[config.mk]
export PLATFORM = sky130hd
export DESIGN_NAME = sapr_readout
export DESIGN_NICKNAME = d
export VERILOG_FILES = /design/src/rtl/sapr_pkg.sv /design/src/rtl/sapr_aux_spi.sv /design/src/rtl/sapr_readout.sv
export SDC_FILE = /design/constraint.sdc
export NUM_CORES = 1
export LEC_CHECK = 0
export BUFFER_PORTS_ARGS = -buffer_cell sky130_fd_sc_hd__clkbuf_2
export CORE_MARGIN = 2
export CORE_UTILIZATION = 50
export CTS_CLUSTER_DIAMETER = 120
export DETAILED_ROUTE_END_ITERATION = 10
export GPL_TIMING_DRIVEN = 0
export PLACE_DENSITY = 0.71
export SLEW_MARGIN = 30
export SYNTH_ARGS = -nofsm -noshare
export SYNTH_HDL_FRONTEND = slang
export SYNTH_HIERARCHICAL = 1
export SYNTH_SLANG_ARGS = --single-unit
[constraint.sdc]
create_clock -name clk_sys -period 3.2 [get_ports clk_sys]
set_clock_uncertainty 0.1 [all_clocks]
set_input_delay 0.48 -clock clk_sys [delete_from_list [all_inputs] [get_ports clk_sys]]
set_output_delay 0.48 -clock clk_sys [all_outputs]
set_load 0.01 [all_outputs]
[src/rtl/sapr_pkg.sv]
// Shared constants and types for the stabilization auxiliary port readout
package sapr_pkg;
    // Register addresses on the auxiliary port
    localparam logic [6:0] ADDR_STATUS  = 7'h1E;
    localparam logic [6:0] ADDR_CTRL1   = 7'h70;
    localparam logic [6:0] ADDR_ACFG    = 7'h72;
    localparam logic [6:0] ADDR_GYRO_LO = 7'h22;
    localparam logic [6:0] ADDR_GYRO_HI = 7'h27;
    localparam logic [6:0] ADDR_ACC_LO  = 7'h28;
    localparam logic [6:0] ADDR_ACC_HI  = 7'h2D;
    // Field positions in stab_accel_config
    localparam int FS_MSB   = 7;
    localparam int FS_LSB   = 6;
    localparam int LPF_MSB  = 5;
    localparam int LPF_LSB  = 3;
    localparam int SELF_MSB = 2;
    localparam int SELF_LSB = 1;
    localparam int CLAMP_DIS = 0;
    // Field positions in stab_control_first
    localparam int GYRO_EN  = 0;
    localparam int ACC_EN   = 4;
    localparam int WIRE3    = 5;
    // Field positions in aux_port_status
    localparam int SETTLE_B = 2;
    localparam int GDA_B    = 1;
    localparam int NEW_ACCEL_SAMPLE_FLAG_B   = 0;
    // Reset values and masks
    localparam logic [7:0] CTRL1_RST  = 8'h00;
    localparam logic [7:0] CTRL1_MASK = 8'h7F;
    localparam logic [7:0] ACFG_RST   = 8'h00;
    // Sample codes
    localparam logic [15:0] CLAMP_VALUE  = 16'h8000;
    localparam logic [15:0] NORMAL_FLOOR = 16'h8001;
    // Serial frame layout
    localparam int SPI_RW_BIT = 7;
    // Timing
    localparam int CLK_HZ       = 20_000_000;
    localparam int BOOT_MS      = 10;
    localparam int TURNON_MS    = 70;
    localparam int BOOT_CYC     = BOOT_MS * (CLK_HZ / 1000);
    localparam int TURNON_CYC   = TURNON_MS * (CLK_HZ / 1000);
    localparam int GYRO_FIRST_LOWPASS_SAMPLES = 27;

    typedef struct packed {
        logic       rd;
        logic       wr;
        logic [6:0] addr;
        logic [7:0] wdata;
    } sapr_req_t;

    typedef struct packed {
        logic [15:0] x;
        logic [15:0] y;
        logic [15:0] z;
    } sapr_axes_t;

    typedef enum logic [3:0] {
        SET_OFF    = 4'b0001,
        SET_TURNON = 4'b0010,
        SET_FILTER = 4'b0100,
        SET_READY  = 4'b1000
    } sapr_settle_t;
endpackage

[src/rtl/sapr_aux_spi.sv]
// Auxiliary serial port slave, oversampled by the system clock
`timescale 1ns/1ps
module sapr_aux_spi (
    input  wire logic             clk_sys,
    input  wire logic             rst_n,
    input  wire logic             sclk,
    input  wire logic             csN,
    input  wire logic             sdi,
    input  wire logic             threeWire,
    input  wire logic [7:0]       rdData,
    output sapr_pkg::sapr_req_t   req,
    output logic                  sdo,
    output logic                  sdoEn
);
    ////////////////////////////////////////////////////////////////////
    // Pin synchronisers
    logic [2:0] sclkS_q;
    logic [2:0] csS_q;
    logic [1:0] sdiS_q;

    always_ff @(posedge clk_sys or negedge rst_n) begin
        if (!rst_n) begin
            sclkS_q <= 3'h7;
            csS_q   <= 3'h7;
            sdiS_q  <= 2'h0;
        end else begin
            sclkS_q <= {sclkS_q[1:0], sclk};
            csS_q   <= {csS_q[1:0], csN};
            sdiS_q  <= {sdiS_q[0], sdi};
        end
    end

    logic rise;
    logic fall;
    logic csAct;
    assign rise  = sclkS_q[1] & ~sclkS_q[2];
    assign fall  = ~sclkS_q[1] & sclkS_q[2];
    assign csAct = ~csS_q[1];

    ////////////////////////////////////////////////////////////////////
    // Frame shifter
    logic [2:0]          bitCnt_q, bitCnt_d;
    logic                first_q, first_d;
    logic                rw_q, rw_d;
    logic [6:0]          addr_q, addr_d;
    logic [7:0]          shIn_q, shIn_d;
    logic [7:0]          shOut_q, shOut_d;
    sapr_pkg::sapr_req_t req_q, req_d;
    logic                sdo_q, sdo_d;
    logic                sdoEn_q, sdoEn_d;

    always_comb begin
        bitCnt_d = bitCnt_q;
        first_d  = first_q;
        rw_d     = rw_q;
        addr_d   = addr_q;
        shIn_d   = shIn_q;
        shOut_d  = shOut_q;
        sdo_d    = sdo_q;
        req_d    = '0;
        if (req_q.rd) begin
            shOut_d = rdData;
        end
        if (!csAct) begin
            first_d  = 1'b1;
            bitCnt_d = 3'h0;
        end else if (rise) begin
            shIn_d   = {shIn_q[6:0], sdiS_q[1]};
            bitCnt_d = bitCnt_q + 3'h1;
            if (bitCnt_q == 3'h7) begin
                if (first_q) begin
                    first_d    = 1'b0;
                    rw_d       = shIn_d[sapr_pkg::SPI_RW_BIT];
                    addr_d     = shIn_d[6:0];
                    req_d.rd   = shIn_d[sapr_pkg::SPI_RW_BIT];
                    req_d.addr = shIn_d[6:0];
                end else if (rw_q) begin
                    addr_d     = addr_q + 7'h01;
                    req_d.rd   = 1'b1;
                    req_d.addr = addr_q + 7'h01;
                end else begin
                    addr_d      = addr_q + 7'h01;
                    req_d.wr    = 1'b1;
                    req_d.addr  = addr_q;
                    req_d.wdata = shIn_d;
                end
            end
        end else if (fall && rw_q && !first_q) begin
            sdo_d   = shOut_q[7];
            shOut_d = {shOut_q[6:0], 1'b0};
        end
        sdoEn_d = csAct & (threeWire ? (rw_d & ~first_d) : 1'b1);
    end

    always_ff @(posedge clk_sys or negedge rst_n) begin
        if (!rst_n) begin
            bitCnt_q <= 3'h0;
            first_q  <= 1'b1;
            rw_q     <= 1'b0;
            addr_q   <= 7'h00;
            shIn_q   <= 8'h00;
            shOut_q  <= 8'h00;
            req_q    <= '0;
            sdo_q    <= 1'b0;
            sdoEn_q  <= 1'b0;
        end else begin
            bitCnt_q <= bitCnt_d;
            first_q  <= first_d;
            rw_q     <= rw_d;
            addr_q   <= addr_d;
            shIn_q   <= shIn_d;
            shOut_q  <= shOut_d;
            req_q    <= req_d;
            sdo_q    <= sdo_d;
            sdoEn_q  <= sdoEn_d;
        end
    end

    assign req   = req_q;
    assign sdo   = sdo_q;
    assign sdoEn = sdoEn_q;
endmodule

[src/rtl/sapr_readout.sv]
// Stabilization readout: registers, sample path, settle tracking
`timescale 1ns/1ps
module sapr_readout #(
    parameter int BootCycles    = sapr_pkg::BOOT_CYC,
    parameter int TurnonCycles  = sapr_pkg::TURNON_CYC,
    parameter int FilterSamples = sapr_pkg::GYRO_FIRST_LOWPASS_SAMPLES
) (
    input  wire logic                 clk_sys,
    input  wire logic                 rst_n,
    input  wire logic                 auxSclk,
    input  wire logic                 auxCsN,
    input  wire logic                 auxSdi,
    input  wire logic                 gyroValid,
    input  wire sapr_pkg::sapr_axes_t gyroIn,
    input  wire logic                 accelValid,
    input  wire sapr_pkg::sapr_axes_t accelIn,
    input  wire logic                 primarySideGyroSelftest,
    input  wire logic                 primarySideAccelSelftest,
    input  wire logic                 primarySideGyroOn,
    output logic                      auxSdo,
    output logic                      auxSdoEn,
    output logic [1:0]                stabAccelFullScale,
    output logic [2:0]                stabAccelLowpassSelect,
    output logic [1:0]                stabGyroSelftestSelect,
    output logic                      gyroChainOn,
    output logic                      accelChainOn,
    output logic                      threeWireSelect,
    output logic                      bootDone,
    output logic                      gyroSettling
);
    if (BootCycles < 1 || TurnonCycles < 1 || FilterSamples < 1 ||
        BootCycles >= 2**30 || TurnonCycles >= 2**30 ||
        FilterSamples >= 2**30) begin : g_chk
        $error("sapr_readout: timing parameter out of range");
    end

    ////////////////////////////////////////////////////////////////////
    // Functions
    function automatic logic [15:0] shapeSample(logic [15:0] v,
                                                logic st, logic dis);
        if (st && !dis) begin
            shapeSample = sapr_pkg::CLAMP_VALUE;
        end else if (v == sapr_pkg::CLAMP_VALUE) begin
            shapeSample = sapr_pkg::NORMAL_FLOOR;
        end else begin
            shapeSample = v;
        end
    endfunction

    function automatic sapr_pkg::sapr_axes_t shapeAxes(
        sapr_pkg::sapr_axes_t a, logic st, logic dis);
        shapeAxes.x = shapeSample(a.x, st, dis);
        shapeAxes.y = shapeSample(a.y, st, dis);
        shapeAxes.z = shapeSample(a.z, st, dis);
    endfunction

    function automatic logic [7:0] pickByte(sapr_pkg::sapr_axes_t a,
                                            logic [2:0] idx);
        case (idx)
            3'h0:    pickByte = a.x[7:0];
            3'h1:    pickByte = a.x[15:8];
            3'h2:    pickByte = a.y[7:0];
            3'h3:    pickByte = a.y[15:8];
            3'h4:    pickByte = a.z[7:0];
            default: pickByte = a.z[15:8];
        endcase
    endfunction

    ////////////////////////////////////////////////////////////////////
    // Serial port
    sapr_pkg::sapr_req_t req;
    logic [7:0]          rdData;

    sapr_aux_spi u_spi (
        .clk_sys   (clk_sys),
        .rst_n     (rst_n),
        .sclk      (auxSclk),
        .csN       (auxCsN),
        .sdi       (auxSdi),
        .threeWire (threeWireSelect),
        .rdData    (rdData),
        .req       (req),
        .sdo       (auxSdo),
        .sdoEn     (auxSdoEn)
    );

    ////////////////////////////////////////////////////////////////////
    // Registers and sample store
    logic [30:0]          bootCnt_q, bootCnt_d;
    logic                 bootDone_q, bootDone_d;
    logic [7:0]           ctrl1_q, ctrl1_d;
    logic [7:0]           acfg_q, acfg_d;
    logic                 gyroOn_q, gyroOn_d;
    logic                 accelOn_q, accelOn_d;
    sapr_pkg::sapr_axes_t gyro_q, gyro_d;
    sapr_pkg::sapr_axes_t accel_q, accel_d;
    logic                 gda_q, gda_d;
    logic                 new_accel_sample_flag_q, new_accel_sample_flag_d;
    logic                 anySelftest;
    logic                 gyroLoad;
    logic                 accelLoad;
    logic                 gyroHiRead;
    logic                 accelHiRead;
    logic                 busWr;

    assign anySelftest = (acfg_q[sapr_pkg::SELF_MSB:sapr_pkg::SELF_LSB]
                          != 2'h0) | primarySideGyroSelftest
                         | primarySideAccelSelftest;
    assign gyroLoad    = gyroValid & gyroOn_q;
    assign accelLoad   = accelValid & accelOn_q;
    assign busWr       = req.wr & bootDone_q;
    assign gyroHiRead  = req.rd & req.addr[0] &
                         (req.addr >= sapr_pkg::ADDR_GYRO_LO) &
                         (req.addr <= sapr_pkg::ADDR_GYRO_HI);
    assign accelHiRead = req.rd & req.addr[0] &
                         (req.addr >= sapr_pkg::ADDR_ACC_LO) &
                         (req.addr <= sapr_pkg::ADDR_ACC_HI);

    always_comb begin
        bootCnt_d  = bootCnt_q;
        bootDone_d = bootDone_q;
        ctrl1_d    = ctrl1_q;
        acfg_d     = acfg_q;
        gyro_d     = gyro_q;
        accel_d    = accel_q;
        if (!bootDone_q) begin
            bootCnt_d  = bootCnt_q + 31'h1;
            bootDone_d = (bootCnt_q == 31'(BootCycles - 1));
        end
        if (busWr && req.addr == sapr_pkg::ADDR_CTRL1) begin
            ctrl1_d = req.wdata & sapr_pkg::CTRL1_MASK;
        end
        if (busWr && req.addr == sapr_pkg::ADDR_ACFG) begin
            acfg_d = req.wdata;
        end
        gyroOn_d  = bootDone_q & ctrl1_d[sapr_pkg::GYRO_EN];
        accelOn_d = gyroOn_d & ctrl1_d[sapr_pkg::ACC_EN];
        if (gyroLoad) begin
            gyro_d = shapeAxes(gyroIn, anySelftest,
                               acfg_q[sapr_pkg::CLAMP_DIS]);
        end
        if (accelLoad) begin
            accel_d = shapeAxes(accelIn, anySelftest,
                                acfg_q[sapr_pkg::CLAMP_DIS]);
        end
        gda_d  = gyroLoad | (gda_q & ~gyroHiRead);
        new_accel_sample_flag_d = accelLoad | (new_accel_sample_flag_q & ~accelHiRead);
    end

    always_ff @(posedge clk_sys or negedge rst_n) begin
        if (!rst_n) begin
            bootCnt_q  <= 31'h0;
            bootDone_q <= 1'b0;
            ctrl1_q    <= sapr_pkg::CTRL1_RST;
            acfg_q     <= sapr_pkg::ACFG_RST;
            gyroOn_q   <= 1'b0;
            accelOn_q  <= 1'b0;
            gyro_q     <= '0;
            accel_q    <= '0;
            gda_q      <= 1'b0;
            new_accel_sample_flag_q     <= 1'b0;
        end else begin
            bootCnt_q  <= bootCnt_d;
            bootDone_q <= bootDone_d;
            ctrl1_q    <= ctrl1_d;
            acfg_q     <= acfg_d;
            gyroOn_q   <= gyroOn_d;
            accelOn_q  <= accelOn_d;
            gyro_q     <= gyro_d;
            accel_q    <= accel_d;
            gda_q      <= gda_d;
            new_accel_sample_flag_q     <= new_accel_sample_flag_d;
        end
    end

    ////////////////////////////////////////////////////////////////////
    // Gyro settle tracking
    sapr_pkg::sapr_settle_t state_q, state_d;
    logic [30:0]            cnt_q, cnt_d;
    logic                   settle_q, settle_d;

    always_comb begin
        state_d = state_q;
        cnt_d   = cnt_q;
        unique case (state_q)
            sapr_pkg::SET_OFF: begin
                cnt_d = 31'h0;
                if (gyroOn_q) begin
                    state_d = primarySideGyroOn ? sapr_pkg::SET_FILTER
                                                : sapr_pkg::SET_TURNON;
                end
            end
            sapr_pkg::SET_TURNON: begin
                cnt_d = cnt_q + 31'h1;
                if (cnt_q == 31'(TurnonCycles - 1)) begin
                    state_d = sapr_pkg::SET_FILTER;
                    cnt_d   = 31'h0;
                end
            end
            sapr_pkg::SET_FILTER: begin
                if (gyroValid) begin
                    cnt_d = cnt_q + 31'h1;
                end
                if (gyroValid && cnt_q == 31'(FilterSamples - 1)) begin
                    state_d = sapr_pkg::SET_READY;
                end
            end
            sapr_pkg::SET_READY: begin
                cnt_d = cnt_q;
            end
            default: begin
                state_d = sapr_pkg::SET_OFF;
            end
        endcase
        if (!gyroOn_q) begin
            state_d = sapr_pkg::SET_OFF;
        end
        settle_d = (state_d == sapr_pkg::SET_TURNON) |
                   (state_d == sapr_pkg::SET_FILTER);
    end

    always_ff @(posedge clk_sys or negedge rst_n) begin
        if (!rst_n) begin
            state_q  <= sapr_pkg::SET_OFF;
            cnt_q    <= 31'h0;
            settle_q <= 1'b0;
        end else begin
            state_q  <= state_d;
            cnt_q    <= cnt_d;
            settle_q <= settle_d;
        end
    end

    ////////////////////////////////////////////////////////////////////
    // Read mux
    always_comb begin
        rdData = 8'h00;
        if (!bootDone_q) begin
            rdData = 8'h00;
        end else if (req.addr == sapr_pkg::ADDR_STATUS) begin
            rdData[sapr_pkg::SETTLE_B] = settle_q;
            rdData[sapr_pkg::GDA_B]    = gda_q;
            rdData[sapr_pkg::NEW_ACCEL_SAMPLE_FLAG_B]   = new_accel_sample_flag_q;
        end else if (req.addr == sapr_pkg::ADDR_CTRL1) begin
            rdData = ctrl1_q;
        end else if (req.addr == sapr_pkg::ADDR_ACFG) begin
            rdData = acfg_q;
        end else if (req.addr >= sapr_pkg::ADDR_GYRO_LO &&
                     req.addr <= sapr_pkg::ADDR_GYRO_HI) begin
            rdData = pickByte(gyro_q,
                              3'(req.addr - sapr_pkg::ADDR_GYRO_LO));
        end else if (req.addr >= sapr_pkg::ADDR_ACC_LO &&
                     req.addr <= sapr_pkg::ADDR_ACC_HI) begin
            rdData = pickByte(accel_q,
                              3'(req.addr - sapr_pkg::ADDR_ACC_LO));
        end
    end

    assign stabAccelFullScale =
        acfg_q[sapr_pkg::FS_MSB:sapr_pkg::FS_LSB];
    assign stabAccelLowpassSelect =
        acfg_q[sapr_pkg::LPF_MSB:sapr_pkg::LPF_LSB];
    assign stabGyroSelftestSelect =
        acfg_q[sapr_pkg::SELF_MSB:sapr_pkg::SELF_LSB];
    assign threeWireSelect = ctrl1_q[sapr_pkg::WIRE3];
    assign gyroChainOn     = gyroOn_q;
    assign accelChainOn    = accelOn_q;
    assign bootDone        = bootDone_q;
    assign gyroSettling    = settle_q;
endmodule

==> results.py <==
metrics = {
    "drt": {
        "routed_via_density": 5.72,
        "dr.first_iter.drc_count": 702,
        "drc": 0,
        "routedWlPerCell_um": 17.9,
        "antenna_left": 0,
        "dr.pass1.iters": 7,
        "routed_wl_mm": 29.9,
        "vias": 9550,
    },
    "floorplan": {
        "die_area_sq_um": 24700,
        "rows": 56,
        "initial_core_util": 0.504,
        "pin_count": 120,
        "core_area_sq_um": 23300,
        "die_h_um": 157,
        "die_x_um": 157,
    },
    "worst_setup_path": {
        "worstPathRequired_ps": 3510,
        "cp-end-kind": "register",
        "worstPathArrival_ps": 3380,
        "crit_fanout": 10,
        "critPathKind": "register to register",
        "cp-start-kind": "register",
        "reg2reg_from": "u_spi/req[9]",
        "crit_start": "u_spi/req[9]",
    },
    "synth": {
        "synth_area_sq_um": 11700,
        "ys_seq_area_frac": 0.504,
        "syn_inst": 1172,
        "synth_nets": 1289,
        "ys_ff_latch": 236,
        "synth-edff-count": 0,
        "syn_area_per_cell_sq_um": 10.0,
        "synthDistinctLibCells": 69,
        "synth_warnings": 6,
        "synth-async-reset-ratio": 1.00,
        "ys.flop_type": "dfrtp_1",
    },
    "clocking": {
        "cts_tree": "built",
        "cts_made_buffers": 27,
        "clk_path_buf_depth": 3,
        "worstSkewPairLatency_ps": 530,
        "root_buffer": "clkbuf_16",
        "clkTransAtPathRegs_ps": 60,
        "cts_sinks": 236,
        "htree_levels": 1,
    },
    "grt": {
        "grt_pass1_wl_mm": 48.4,
        "grt_use_met1": 0.338,
        "busiest_layer": "met2",
        "grt.overflow.total": 0,
        "antenna_found_initial": 0,
        "grt_pass1_vias": 9342,
        "met2_usage": 0.406,
        "grt_util_all_layers": 0.246,
        "grt_max_degree": 66,
        "grt_util_met3": 0.0374,
    },
    "timing": {
        "finalSetupTns_ps": 0,
        "clock.fmax_mhz": 325,
        "period_share": 0.961,
        "relSlewSlack": 0.448,
        "finalCriticalPeriod_ps": 3080,
        "finalSetupViolations": 0,
        "slew_viol_final": 0,
        "worstMarginPinSlew_ps": 828,
        "hold_viol_final": 0,
    },
    "outcome": {
        "status": "finished, final reports clean",
    },
    "power_and_ir_drop": {
        "power_density_nw_per_um2": 490,
        "ir_worst_vdd_v": 0.000351,
        "power_mw": 6.82,
        "leakage_nw": 6.03,
    },
    "place": {
        "gp_congestion": 0.919,
        "dpl.cell_count": 1613,
        "port_buffers": 119,
        "dp_hpwl_mm": 21.7,
        "dpl-instance-area_sq_um": 12800,
    },
    "final_layout": {
        "layout-drive-gt1-share": 0.213,
        "fin_area_sq_um": 13900,
        "instances_no_fill": 1670,
        "diodes": 0,
        "area_growth_pct": 18.6,
        "num-nets-final": 1448,
    },
    "run": {
        "maxCapViolCount": 0,
    },
    "worst_hold_path": {
        "hold_start": "gyroIn[36]",
        "hp-class": "input port to register",
    },
}
metrics by stage:
| step | hold slack, ps | setup WS (ps) | utilization |
|---|---|---|---|
| after CTS | 69.1 | 9.13 | 0.596 |
| after global routing | 77.9 | -12.7 | 0.598 |
| final | 83.5 | 124 | 0.598 |
| after floorplan | 84.4 | 324 | - |
| after global placement | 234 | -3120 | 0.547 |
| after detailed placement | 239 | -321 | 0.551 |
timing repair:
| item | 4_1_cts | 5_1_grt |
|---|---|---|
| hold buffers | 4 | 0 |
| gates cloned | 0 | 0 |
| gates resized for setup | 2 | 4 |
| hold endpoints to repair | 52 | 0 |
| setup buffers | 0 | 5 |
| endpoints found under the setup margin | 8 | 8 |
cells in the mapped netlist (4+ instances only):
cell	count	share of area
mux2_2	49	0.047
o31ai_1	7	0.0045
xor2_1	27	0.020
inv_1	14	0.0045
dfrtp_1	229	0.49
nor4b_1	7	0.0052
clkbuf_1	42	0.013
mux4_2	9	0.017
xnor2_1	35	0.026
nor2b_1	7	0.0037
a31oi_1	13	0.0069
and2_1	17	0.0091
mux2i_1	22	0.019
nor2_1	71	0.023
nand3_1	30	0.013
dfstp_2	7	0.016
nor4_1	35	0.019
nand2_1	208	0.067
buf_4	7	0.0045
and4_1	5	0.0037
nor3_1	19	0.0081
ha_1	11	0.012
a22o_1	27	0.020
and3_1	7	0.0037
o211ai_1	4	0.0026
nand2b_1	6	0.0032
or3_1	4	0.0021
o221ai_1	8	0.0060
nand4_1	33	0.018
buf_2	18	0.0077
a41oi_1	4	0.0030
a22oi_1	6	0.0038
o21ai_0	108	0.046
a21oi_1	18	0.0077
critical path: stages, from the launching register on:
cell,delay (ps)
dfrtp_1,380
buf_2,270
buf_4,280
clkinvlp_4,170
ha_1,300
clkbuf_1,270
o21bai_1,160
a22oi_1,110
o221ai_1,250
a31oi_1,120
mux2_2,270
mux2_2,260
placed cells by master, fill, tap and decap left out, drive strengths merged, types with 18 or more instances in the layout:
cell type	count
a21oi	18
a22o	27
buf	34
clkbuf	192
dfrtp	229
mux2	49
mux2i	22
nand2	208
nand3	32
nand4	34
nor2	71
nor3	22
nor4	38
o21ai	108
xnor2	35
xor2	27
report_power, final:
part / internal (mW) / switching (mW) / total [mW]
combinational: 0.124 / 0.151 / 0.275
clock: 2.19 / 1.27 / 3.46
sequential: 3.03 / 0.0531 / 3.08
per-layer routing:
layer	vias to the layer above	part of all wire
met3	69	0.058
met1	4656	0.44
li1	4513	-
met4	0	0.031
met5	-	0
met2	312	0.48
path summary, 6_finish.rpt:
| path | to | depth (start not counted) | slack, ps |
|---|---|---|---|
| worst min-delay path | gyro_q[36] | 2 | 80 |
| min in group asynchronous | accel_q[39] | 2 | 360 |
| max in group asynchronous | state_q[0] | 4 | 1580 |
| worst max-delay path | u_spi/shOut_q[6] | 11 | 120 |
| worst max register to register | u_spi/shOut_q[6] | 11 | 120 |
| worst min register to register | u_spi/csS_q[1] | 0 | 260 |
layout make-up:
type                    instances  area [sq um]
fillers                      2013          9360
flip-flops and latches        236          5910
multi-input cells             850          5430
repair buffers                131           764
clock buffers                  31           721
well taps                     319           399
plain buffers                  68           318
clock inverters                18           288
inverters                      17          67.6
sequential cells by signal (all words and copies together) (netlist names), 4 cells and up:
register	cells
cnt_q	31
gyro_q	48
accel_q	48
ctrl1_q	7
acfg_q	8
bootCnt_q	31
u_spi/req	17
u_spi/shIn_q	7
u_spi/shOut_q	8
u_spi/addr_q	7
state_q	4
kinds of logic after synthesis:
| kind of cell | after synthesis | synth area share |
|---|---|---|
| xor gates and xnor gates | 62 | 0.0463 |
| AOI/OAI and AO/OA | 214 | 0.114 |
| buffers and inverters | 86 | 0.0324 |
| DFF | 236 | 0.504 |
| muxes | 80 | 0.0831 |
| and+or+nand+nor | 483 | 0.208 |
| adders and majority gates | 11 | 0.0117 |
(Power assumes the default switching activity.)
